==> config.mk <==
export PLATFORM = sky130hd
export DESIGN_NAME = swc_sleep_ctrl
export DESIGN_NICKNAME = d
export VERILOG_FILES = /design/src/swc_pkg.sv /design/src/swc_sleep_ctrl.sv /design/src/swc_watchdog.sv
export SDC_FILE = /design/constraint.sdc
export NUM_CORES = 1
export LEC_CHECK = 0
export BUFFER_PORTS_ARGS = -buffer_cell sky130_fd_sc_hd__buf_2
export CORE_ASPECT_RATIO = 0.9
export CORE_UTILIZATION = 45
export DETAILED_ROUTE_END_ITERATION = 12
export PLACE_DENSITY = 0.69
export SLEW_MARGIN = 20
export SYNTH_ARGS = -nofsm -noshare
export SYNTH_HDL_FRONTEND = slang
export SYNTH_HIERARCHICAL = 1
export SYNTH_SLANG_ARGS = --single-unit
==> constraint.sdc <==
create_clock -name clk_sys -period 3.2 [get_ports clk_sys]
set_clock_uncertainty 0.1 [all_clocks]
set_input_delay 0.32 -clock clk_sys [delete_from_list [all_inputs] [get_ports clk_sys]]
set_output_delay 0.32 -clock clk_sys [all_outputs]
set_load 0.1 [all_outputs]
==> src/swc_pkg.sv <==
package swc_pkg;

  // timing at the core clock
  localparam int CLK_MHZ        = 40;
  localparam int WDT_PERIOD_US  = 18000;
  localparam int WDT_CYCLES     = WDT_PERIOD_US * CLK_MHZ;
  localparam int OST_CYCLES     = 1024;
  localparam int DUMMY_CYCLES   = 2;
  localparam int OST_W          = 11;
  localparam int WDT_POST_W     = 7;

  // register bus
  localparam int AW = 16;
  localparam int DW = 16;
  localparam logic [AW-1:0] OFS_STATUS   = 16'h0003;
  localparam logic [AW-1:0] OFS_OPTION   = 16'h0081;
  localparam logic [AW-1:0] OFS_CONFIG   = 16'h2007;
  localparam logic [AW-1:0] OFS_SRC_EN   = 16'h0100;
  localparam logic [AW-1:0] OFS_SRC_FLAG = 16'h0101;
  localparam logic [AW-1:0] OFS_CTRL     = 16'h0102;
  localparam logic [AW-1:0] OFS_IRQ_STAT = 16'h0103;
  localparam logic [AW-1:0] OFS_IRQ_MASK = 16'h0104;
  localparam logic [AW-1:0] OFS_STATE    = 16'h0105;

  // field positions
  localparam int POS_PWR_DN    = 3;
  localparam int POS_TMO       = 4;
  localparam int POS_POST_ON   = 3;
  localparam int POS_PS_LO     = 0;
  localparam int PS_W          = 3;
  localparam int POS_WDT_FUSE  = 2;
  localparam int POS_IRQ_EN    = 0;

  // reset values
  localparam logic [7:0] OPTION_RST = 8'hFF;
  localparam logic [7:0] CONFIG_RST = 8'hFF;

  // wake sources: 0 int pin, 1 port b change, 2 timer one async,
  // 3 serial start/stop, 4 serial slave, 5 capture, 6 parallel slave,
  // 7 a/d on rc clock, 8 usart sync slave, 9 core-clocked peripherals
  localparam int NSRC = 10;
  localparam logic [NSRC-1:0] SRC_CORE_MASK = 10'h200;

  // interrupt status bits
  localparam int IRQ_W        = 4;
  localparam int IRQ_SLEPT    = 0;
  localparam int IRQ_WOKE     = 1;
  localparam int IRQ_WDT_RST  = 2;
  localparam int IRQ_SLP_NOP  = 3;

  localparam logic [12:0] IRQ_VECTOR = 13'h0004;

  typedef enum logic [5:0] {
    ST_RUN   = 6'b00_0001,
    ST_SLEEP = 6'b00_0010,
    ST_OST   = 6'b00_0100,
    ST_EXEC  = 6'b00_1000,
    ST_DUMMY = 6'b01_0000,
    ST_VEC   = 6'b10_0000
  } swc_state_e;

  typedef struct packed {
    logic          wr;
    logic          rd;
    logic [AW-1:0] addr;
    logic [DW-1:0] wdata;
  } swc_bus_req_s;

  typedef struct packed {
    logic sleep_instr;
    logic wdt_clear_instr;
  } swc_core_req_s;

  typedef struct packed {
    logic        run;
    logic        prefetch;
    logic        exec_next;
    logic        vec_req;
    logic        sleep_nop;
  } swc_core_ack_s;

  typedef struct packed {
    swc_state_e      st;
    logic            power_down_flag;
    logic            time_out_flag;
    logic [7:0]      option;
    logic [7:0]      config_word;
    logic [NSRC-1:0] src_en;
    logic [NSRC-1:0] src_flag;
    logic            global_irq_enable;
    logic [IRQ_W-1:0] irq_stat;
    logic [IRQ_W-1:0] irq_mask;
    logic [DW-1:0]   rdata;
    logic [OST_W-1:0] cnt;
    logic            irq_wake;
    logic [7:0]      port_out;
    logic [7:0]      port_oe;
    logic            wdt_clr;
    logic            dev_rst;
    logic            prefetch;
    logic            exec_next;
    logic            vec_req;
    logic            sleep_nop;
  } swc_regs_s;

endpackage

==> src/swc_sleep_ctrl.sv <==
// Chosen here: the plain strobed port.
`timescale 1ns/1ps
`default_nettype none

//Contract
//- sleep clears watchdog and power-down, sets time-out, stops oscillator
//- port pins keep their pre-sleep drive and enable during sleep
//- wake only on master clear, watchdog, or enabled interrupt source
//- master clear resets the device; other wake sources just resume
//- power-down set at power-up; time-out cleared on any watchdog expiry
//- only clock-independent peripherals may wake the device
//- core-clocked peripherals cannot flag interrupts while asleep
//- sleep prefetches the instruction at the next address
//- wake needs the source enable; global enable is ignored for wake
//- after irq wake run next instruction, then vector if global enable
//- pending enabled flag turns sleep into a no-op
//- irq during or after sleep: sleep completes fully, then wakes at once
//- watchdog expiry resets when awake, wakes when asleep
//- asleep, the watchdog cannot reset but can still wake
module swc_sleep_ctrl
  import swc_pkg::*;
#(
  parameter int WDT_TICK_CYCLES = WDT_CYCLES
) (
  // clock and reset
  input  wire logic            clk_sys,
  input  wire logic            nrst,
  // register port
  input  wire swc_bus_req_s    bus_req,
  output logic [DW-1:0]        bus_rdata,
  // core handshake
  input  wire swc_core_req_s   core_req,
  output swc_core_ack_s        core_ack,
  output logic [12:0]          vector_addr,
  // wake sources, one-cycle pulses
  input  wire logic [NSRC-1:0] src_event,
  input  wire logic            master_clear_n,
  // ports as driven by the core
  input  wire logic [7:0]      port_drv,
  input  wire logic [7:0]      port_drv_oe,
  output logic [7:0]           port_out,
  output logic [7:0]           port_oe,
  // system
  output logic                 osc_run,
  output logic                 device_reset,
  output logic                 irq
);

  swc_regs_s r_reg;
  swc_regs_s r_next;
  logic      wdt_timeout;
  logic      wdt_enable;

  function automatic logic asleep(input swc_state_e s);
    return (s == ST_SLEEP) || (s == ST_OST);
  endfunction

  function automatic logic hit(input swc_bus_req_s q,
                               input logic [AW-1:0] ofs, input logic wr);
    return (wr ? q.wr : q.rd) && (q.addr == ofs);
  endfunction

  assign wdt_enable = r_reg.config_word[POS_WDT_FUSE];

  swc_watchdog #(
    .TICK_CYCLES (WDT_TICK_CYCLES)
  ) u_wdt (
    .clk_sys  (clk_sys),
    .nrst     (nrst),
    .enable   (wdt_enable),
    .clear    (r_reg.wdt_clr),
    .post_on  (r_reg.option[POS_POST_ON]),
    .post_sel (r_reg.option[POS_PS_LO +: PS_W]),
    .timeout  (wdt_timeout)
  );

  always_comb begin
    logic [NSRC-1:0]  pending;
    logic [NSRC-1:0]  src_ok;
    logic [NSRC-1:0]  src_clr;
    logic [IRQ_W-1:0] ev;
    logic [IRQ_W-1:0] ev_clr;
    logic             ext_clear;
    r_next           = r_reg;
    pending          = r_reg.src_flag & r_reg.src_en;
    src_ok           = '1;
    src_clr          = '0;
    ev               = '0;
    ev_clr           = '0;
    ext_clear        = !master_clear_n;
    r_next.wdt_clr   = core_req.wdt_clear_instr;
    r_next.dev_rst   = 1'b0;
    r_next.prefetch  = 1'b0;
    r_next.exec_next = 1'b0;
    r_next.vec_req   = 1'b0;
    r_next.sleep_nop = 1'b0;
    r_next.rdata     = '0;

    // clocks for core-clocked peripherals are gone while asleep
    if (asleep(r_reg.st)) begin
      src_ok = ~SRC_CORE_MASK;
    end

    // register writes
    if (hit(bus_req, OFS_OPTION, 1'b1)) begin
      r_next.option = bus_req.wdata[7:0];
    end
    if (hit(bus_req, OFS_CONFIG, 1'b1)) begin
      r_next.config_word = bus_req.wdata[7:0];
    end
    if (hit(bus_req, OFS_SRC_EN, 1'b1)) begin
      r_next.src_en = bus_req.wdata[NSRC-1:0];
    end
    if (hit(bus_req, OFS_SRC_FLAG, 1'b1)) begin
      src_clr = bus_req.wdata[NSRC-1:0];
    end
    if (hit(bus_req, OFS_CTRL, 1'b1)) begin
      r_next.global_irq_enable = bus_req.wdata[POS_IRQ_EN];
    end
    if (hit(bus_req, OFS_IRQ_STAT, 1'b1)) begin
      ev_clr = bus_req.wdata[IRQ_W-1:0];
    end
    if (hit(bus_req, OFS_IRQ_MASK, 1'b1)) begin
      r_next.irq_mask = bus_req.wdata[IRQ_W-1:0];
    end

    // watchdog expiry always clears time-out
    if (wdt_timeout) begin
      r_next.time_out_flag = 1'b0;
    end

    unique case (r_reg.st)
      ST_RUN: begin
        if (wdt_timeout) begin
          r_next.dev_rst = 1'b1;
          ev[IRQ_WDT_RST] = 1'b1;
        end else if (core_req.sleep_instr) begin
          if (|pending) begin
            // flags untouched, watchdog keeps its count
            r_next.sleep_nop = 1'b1;
            ev[IRQ_SLP_NOP]  = 1'b1;
          end else begin
            r_next.wdt_clr         = 1'b1;
            r_next.power_down_flag = 1'b0;
            r_next.time_out_flag   = 1'b1;
            r_next.prefetch        = 1'b1;
            r_next.st              = ST_SLEEP;
            ev[IRQ_SLEPT]          = 1'b1;
          end
        end
      end
      ST_SLEEP: begin
        // sleep already completed; a flag raised meanwhile wakes at once
        if (wdt_timeout || (|pending)) begin
          r_next.irq_wake = !wdt_timeout;
          r_next.cnt      = '0;
          r_next.st       = ST_OST;
        end
      end
      ST_OST: begin
        if (r_reg.cnt == OST_W'(OST_CYCLES - 1)) begin
          r_next.cnt = '0;
          r_next.st  = ST_EXEC;
        end else begin
          r_next.cnt = r_reg.cnt + OST_W'(1);
        end
      end
      ST_EXEC: begin
        // the prefetched instruction runs first, global enable or not
        r_next.exec_next = 1'b1;
        ev[IRQ_WOKE]     = 1'b1;
        if (r_reg.irq_wake && r_reg.global_irq_enable) begin
          r_next.st = ST_DUMMY;
        end else begin
          r_next.st = ST_RUN;
        end
      end
      ST_DUMMY: begin
        if (r_reg.cnt == OST_W'(DUMMY_CYCLES - 1)) begin
          r_next.cnt = '0;
          r_next.st  = ST_VEC;
        end else begin
          r_next.cnt = r_reg.cnt + OST_W'(1);
        end
      end
      ST_VEC: begin
        r_next.vec_req = 1'b1;
        r_next.st      = ST_RUN;
      end
      default: begin
        r_next.st = ST_RUN;
      end
    endcase

    // master clear wins over everything, asleep or awake
    if (ext_clear) begin
      r_next.dev_rst  = 1'b1;
      r_next.st       = ST_RUN;
      r_next.irq_wake = 1'b0;
      r_next.cnt      = '0;
    end

    // sticky source flags, set wins over clear
    r_next.src_flag = (r_reg.src_flag & ~src_clr) | (src_event & src_ok);
    r_next.irq_stat = (r_reg.irq_stat & ~ev_clr) | ev;

    // pins follow the core only while awake
    if (!asleep(r_next.st)) begin
      r_next.port_out = port_drv;
      r_next.port_oe  = port_drv_oe;
    end

    // read data in the following cycle only
    if (bus_req.rd) begin
      unique case (bus_req.addr)
        OFS_STATUS: begin
          r_next.rdata[POS_PWR_DN] = r_reg.power_down_flag;
          r_next.rdata[POS_TMO]    = r_reg.time_out_flag;
        end
        OFS_OPTION:   r_next.rdata[7:0]       = r_reg.option;
        OFS_CONFIG:   r_next.rdata[7:0]       = r_reg.config_word;
        OFS_SRC_EN:   r_next.rdata[NSRC-1:0]  = r_reg.src_en;
        OFS_SRC_FLAG: r_next.rdata[NSRC-1:0]  = r_reg.src_flag;
        OFS_CTRL:     r_next.rdata[POS_IRQ_EN] = r_reg.global_irq_enable;
        OFS_IRQ_STAT: r_next.rdata[IRQ_W-1:0] = r_reg.irq_stat;
        OFS_IRQ_MASK: r_next.rdata[IRQ_W-1:0] = r_reg.irq_mask;
        OFS_STATE:    r_next.rdata[5:0]       = r_reg.st;
        default:      r_next.rdata            = '0;
      endcase
    end
  end

  always_ff @(posedge clk_sys or negedge nrst) begin
    if (!nrst) begin
      r_reg                   <= '0;
      r_reg.st                <= ST_RUN;
      r_reg.power_down_flag   <= 1'b1;
      r_reg.time_out_flag     <= 1'b1;
      r_reg.option            <= OPTION_RST;
      r_reg.config_word       <= CONFIG_RST;
    end else begin
      r_reg <= r_next;
    end
  end

  // oscillator driver off in ST_SLEEP only, back on for the start-up wait
  assign osc_run            = (r_reg.st != ST_SLEEP);
  assign device_reset       = r_reg.dev_rst;
  assign irq                = |(r_reg.irq_stat & r_reg.irq_mask);
  assign bus_rdata          = r_reg.rdata;
  assign port_out           = r_reg.port_out;
  assign port_oe            = r_reg.port_oe;
  assign vector_addr        = IRQ_VECTOR;
  assign core_ack.run       = (r_reg.st == ST_RUN);
  assign core_ack.prefetch  = r_reg.prefetch;
  assign core_ack.exec_next = r_reg.exec_next;
  assign core_ack.vec_req   = r_reg.vec_req;
  assign core_ack.sleep_nop = r_reg.sleep_nop;

endmodule // swc_sleep_ctrl

`default_nettype wire

==> src/swc_watchdog.sv <==
`timescale 1ns/1ps
`default_nettype none

module swc_watchdog
  import swc_pkg::*;
#(
  parameter int TICK_CYCLES = WDT_CYCLES
) (
  // clock and reset
  input  wire logic            clk_sys,
  input  wire logic            nrst,
  // control
  input  wire logic            enable,
  input  wire logic            clear,
  input  wire logic            post_on,
  input  wire logic [PS_W-1:0] post_sel,
  // event
  output logic                 timeout
);

  localparam int BW = $clog2(TICK_CYCLES + 1);
  localparam logic [BW-1:0] BASE_LAST = BW'(TICK_CYCLES - 1);

  typedef struct packed {
    logic [BW-1:0]         base;
    logic [WDT_POST_W-1:0] post;
    logic                  tmo;
  } swc_wdt_s;

  swc_wdt_s r_reg;
  swc_wdt_s r_next;
  logic [WDT_POST_W-1:0] post_last;

  // postscaler ratio 1:2^sel, only when assigned to the watchdog
  assign post_last = post_on ? WDT_POST_W'((8'h01 << post_sel) - 8'h01)
                             : '0;

  always_comb begin
    r_next     = r_reg;
    r_next.tmo = 1'b0;
    if (clear || !enable) begin
      r_next.base = '0;
      r_next.post = '0;
    end else if (r_reg.base == BASE_LAST) begin
      r_next.base = '0;
      if (r_reg.post >= post_last) begin
        r_next.post = '0;
        r_next.tmo  = 1'b1;
      end else begin
        r_next.post = r_reg.post + WDT_POST_W'(1);
      end
    end else begin
      r_next.base = r_reg.base + BW'(1);
    end
  end

  always_ff @(posedge clk_sys or negedge nrst) begin
    if (!nrst) begin
      r_reg <= '0;
    end else begin
      r_reg <= r_next;
    end
  end

  assign timeout = r_reg.tmo;

endmodule // swc_watchdog

`default_nettype wire

Yosys cells after proc, flatten, opt, wreduce, memory -nomap -nowiden
Cells that the tools add are included.
Widths: inputs -> output; s select.
- output and inout port bits: 53
- bits of input ports: 65
- flip-flop bits (word level): 131
- order comparisons: 1
- bitwise logic cells: 11
- reduce and logical (&&, ||, !) cells: 20
- mux-type cells: 52
- add/subtract/negate cells: 4
- shifts and indexed selects: 1
- equal/unequal tests: 25
- operators with widths (operator ; count):
    $eq 16x9->1 const B ; 6
    $pmux 11 s3 ; 1
    $mux 8 ; 4
    $and 10x10->10 ; 3
    $mux 10 ; 3
    $pmux 6 s5 ; 1
    $mux 27 ; 1
    $mux 12 ; 2
    $mux 6 ; 4
    $mux 11 ; 2
    $add 20x1->20 const B ; 1
    $eq 20x20->1 const B ; 1
    $mux 1 ; 20
    $mux 20 ; 1
    $eq 16x14->1 const B ; 1
    $eq 16x2->1 const B ; 1
    $eq 16x8->1 const B ; 1
    $pmux 1 s8 ; 2
    $mux 7 ; 2
    $pmux 2 s7 ; 1
    $eq 6x2->1 const B ; 2
    $eq 6x3->1 const B ; 2
    $add 11x1->11 const B ; 1
    $eq 11x1->1 const B ; 1
    other kinds (35) ; 50

Depth between registers and ports, before layout
- word-level depth: 9
- gate-level depth with buffers: 15
- gate-level depth less buffers: 13

Hierarchy
Netlist, hierarchy kept.
- modules (own cells, without submodules) (module ; cells an instance ; instances ; area an instance (um^2)):
    swc_sleep_ctrl ; 447 ; 1 ; 4987.3
    swc_watchdog ; 188 ; 1 ; 1665.3

Least setup slack after synthesis
OpenSTA, ideal clock, no wires.
- path type: register to register
- from: register r_reg[99] in the netlist's numbering
- to: register r_reg (netlist bit port_oe[6])
- path buffers: 2
- period minus slack after synthesis: 3.913 ns
- arrival time: 3.688 ns
- path slack: -0.713 ns
- stages on the path, launching flop included: 8
- cells stage by stage: dfrtp_1 buf_6 or4_4 nor2_1 nor2_1 a221oi_4 buf_12 mux2_4
- RTL lines (item ; line ; source):
    from (decl) ; swc_sleep_ctrl.sv:49 ; swc_regs_s r_reg;
    from (signal assigned) ; swc_sleep_ctrl.sv:242 ; r_reg <= r_next;

Final worst setup path
- from: register r_reg[89] in the netlist's numbering
- to: register u_wdt/r_reg[4] in the netlist's numbering
- cells in the longest elaborated chain, start to end: 7
- ends and longest elaborated chain (item ; line ; source):
    $shl 1x3->7 ; swc_watchdog.sv:35 ; assign post_last = post_on ? WDT_POST_W'((8'h01 << post_sel) - 8'h01)
    $sub 7x1->7 ; swc_watchdog.sv:35 ;
    $mux 7 ; swc_watchdog.sv:35 ;
    $ge 7x7->1 ; swc_watchdog.sv:46 ; if (r_reg.post >= post_last) begin
    $mux 7 ; swc_watchdog.sv:46 ;
    $mux 8 ; swc_watchdog.sv:44 ; end else if (r_reg.base == BASE_LAST) begin
    $mux 27 ; swc_watchdog.sv:41 ; if (clear || !enable) begin
    to (signal assigned) ; swc_watchdog.sv:61 ; r_reg <= r_next;
    to (decl) ; swc_watchdog.sv:30 ; swc_wdt_s r_reg;
No other way between the ends. The select of a mux whose other input is x is not followed.
A chain may end at the register's enable or synchronous reset.

==> results.py <==
metrics = {
    "floorplan": {
        "die_h_um": 117,
        "die_w_um": 130,
        "die_area_sq_um": 15300,
        "rows": 41,
        "pin_count": 118,
        "core_sq_um": 14200,
        "initial_utilization": 0.468,
    },
    "sta": {
        "setup_violations": 0,
        "fin_crit_sh": 0.937,
        "hold_viol": 0,
        "setup_tns_ps": 0,
        "fin_hold_ws_ps": 31.3,
        "worstMarginPinSlew_ps": 880,
        "rsz0062_at_grt": "false",
        "drv_slew": 0,
        "fmax_mhz": 333,
        "period_minus_slack_ps": 3000,
        "maxSlewHeadroom": 0.408,
    },
    "pwr": {
        "power_density_nw_per_um2": 536,
        "switchingPower_w": 0.00115,
        "power_frac_comb": 0.131,
        "cellLeakagePower_nw": 3.46,
        "switching_share": 0.275,
        "seq_power_share": 0.391,
        "p_clk_frac": 0.479,
        "p_int_w": 0.00302,
        "peakVddDrop_v": 0.000399,
    },
    "synth": {
        "ys.warnings.count": 6,
        "syn_area_sq_um": 6650,
        "synth_top_area_frac": 0.399,
        "yosysTopAreaCell": "dfrtp_1",
        "synth_cell_type_count": 64,
        "synthCells": 635,
        "synth_area_leaders": "dfrtp_1, dfstp_2, mux2_2, buf_4, nand2_1",
        "synth_edf_count": 0,
        "synth_common_cells": "dfrtp_1, nand2_1, nor2_1",
        "synth_ff_type": "dfrtp_1",
        "synth.most_common_cell": "dfrtp_1",
        "avgSynthCellArea_sq_um": 10.5,
        "async_flop_share": 1.00,
        "synth-seq-cells": 125,
        "yosysSeqAreaShare": 0.474,
    },
    "drt": {
        "vias": 5027,
        "drt_iter0_drc": 337,
        "wl_um": 14800,
        "drt_pass1_iterations": 5,
        "wl_per_cell_um": 16.0,
        "drc": 0,
        "ant_nets": 0,
        "via_per_inst": 5.44,
    },
    "run": {
        "drv_cap": 0,
    },
    "grt": {
        "grt_start_max_net_pins": 57,
        "grt_pass1_vias": 4900,
        "grt_overflow_total": 0,
        "antenna_found_initial": 0,
        "grt_pass1_wl_um": 23800,
        "grt.total_usage": 0.200,
    },
    "worst_setup_path": {
        "worstSetupPathType": "flip-flop to flip-flop",
        "crit_path_top_delay_cell": "dfstp_2",
        "r2r_start": "r_reg[89]",
        "rrSetupSlack_ps": 200,
        "startpoint": "r_reg[89]",
        "crit_path_max_incr_delay_ps": 420,
        "cp_cell_sequence": "or3_1 > ha_2 > nor3_1 > a21oi_1 > o21ai_0 > nand2_1 > ha_1 > a21oi_1 > o21ai_0 > a211oi_2 > buf_4 > nand3_1 > a31oi_1",
        "critPathCapture": "u_wdt/r_reg[4]",
        "worstSetupStartpointType": "flip-flop",
        "critPathArrivalTime_ps": 3220,
        "r2r_end": "u_wdt/r_reg[4]",
        "worst_r2r_path_depth": 13,
        "critPathRequiredTime_ps": 3420,
        "crit_fanout": 11,
        "end_kind": "flip-flop",
    },
    "clock_tree": {
        "numClockSinks": 125,
        "clk_latency_ps": 410,
        "h-tree-depth": 4,
        "cts-root-buf": "clkbuf_16",
        "cts.clk_slew.worst_paths_ps": 50,
        "cts.path.max_buffers": 2,
        "cts_buffers": 17,
        "cts_tree": "built",
    },
    "cells_and_area": {
        "nets": 795,
        "area.growth.synth_to_final_pct": 16.9,
        "insertedDiodeCount": 0,
        "drive_gt1_frac": 0.305,
        "largest_reg_flops": 66,
        "utilization": 0.547,
    },
    "placement": {
        "post-dp-hpwl_um": 10300,
        "place.gp.congestion": 0.839,
        "port_buffers": 92,
    },
    "hold_path": {
        "holdCritStartpoint": "core_req[0]",
        "hp-class": "primary input to flip-flop",
    },
    "outcome": {
        "outcome": "finished, final reports clean",
    },
}
[stage by stage]
step                      area [sq um]  total power (W)  setup slack (ps)  std cells
after floorplan                   6720          0.00211              62.4        652
after global placement            7040          0.00219               304        881
after detailed placement          7040          0.00219               207        881
after CTS                         7770          0.00421               183        923
after global routing              7780          0.00431              19.9        924
final                             7780          0.00417               201        924
[worst min path at each step]
stage,end,slack (ps),cells after the start
after floorplan,bus_rdata[0],-80,0
after global routing,port_out[3],20,2
final,r_reg[5],30,2
after detailed placement,bus_rdata[7],310,1
after global placement,bus_rdata[6],310,1
after CTS,r_reg[5],10,2
[layer usage]
metal / vias to the layer above / share of wire / routed length, um / track usage
met1: 2468 / 0.45 / 6690 / 0.254
met2: 154 / 0.49 / 7190 / 0.334
met3: 12 / 0.051 / 746 / 0.0506
li1: 2393 / - / - / -
met5: - / 0 / 0 / 0
met4: 0 / 0.0081 / 119 / 0.0589
[kinds of logic after synthesis]
group / share of synthesized area
buffers and inverters: 0.0828
adder cells (fa/ha/maj): 0.0226
XOR/XNOR: 0.0263
AND/OR/NAND/NOR: 0.183
multiplexers: 0.110
other: 0.00113
flip-flops: 0.474
AO/OA/AOI/OAI: 0.101
[power groups by stage]
stage               registers, W  logic (W)  clock network (W)
finish                   0.00163   0.000545            0.00200
global route             0.00163   0.000574            0.00210
CTS                      0.00163   0.000548            0.00203
detailed placement       0.00166   0.000537                  0
global placement         0.00165   0.000531                  0
floorplan                0.00166   0.000454                  0
[critical path, delay by kind of cell, from the launching register on]
kind                     cells  cell delay [ps]
AO/OA/AOI/OAI                6              870
adder cells (fa/ha/maj)      2              520
buffers and inverters        1              200
flip-flops                   1              420
AND/OR/NAND/NOR              4              800
[cell type report]
type,instances,area [sq um]
inverters,18,67.6
well taps,193,241
clock inverters,12,159
flip-flops and latches,125,3150
clock buffers,20,467
multi-input cells,442,3030
repair buffers,114,663
fillers,1177,6430
[cells in the final DEF, fill, tap and decap left out, types with 18 or more instances in the layout]
master   netlist  final
a21oi_1       19     19
buf_2          1     92
conb_1         2     19
dfrtp_1      106    106
dfstp_2       19     19
inv_1         18     18
mux2_2        41     41
nand2_1       54     54
nand3_1       38     38
nor2_1        51     50
[timing repair]
action,in CTS,in global routing
hold buffers,10,0
hold endpoints to repair,60,0
endpoints found under the setup margin,0,7
resized for setup,0,3
setup buffers,0,0
No activity file was read; power rests on OpenSTA's default activity.
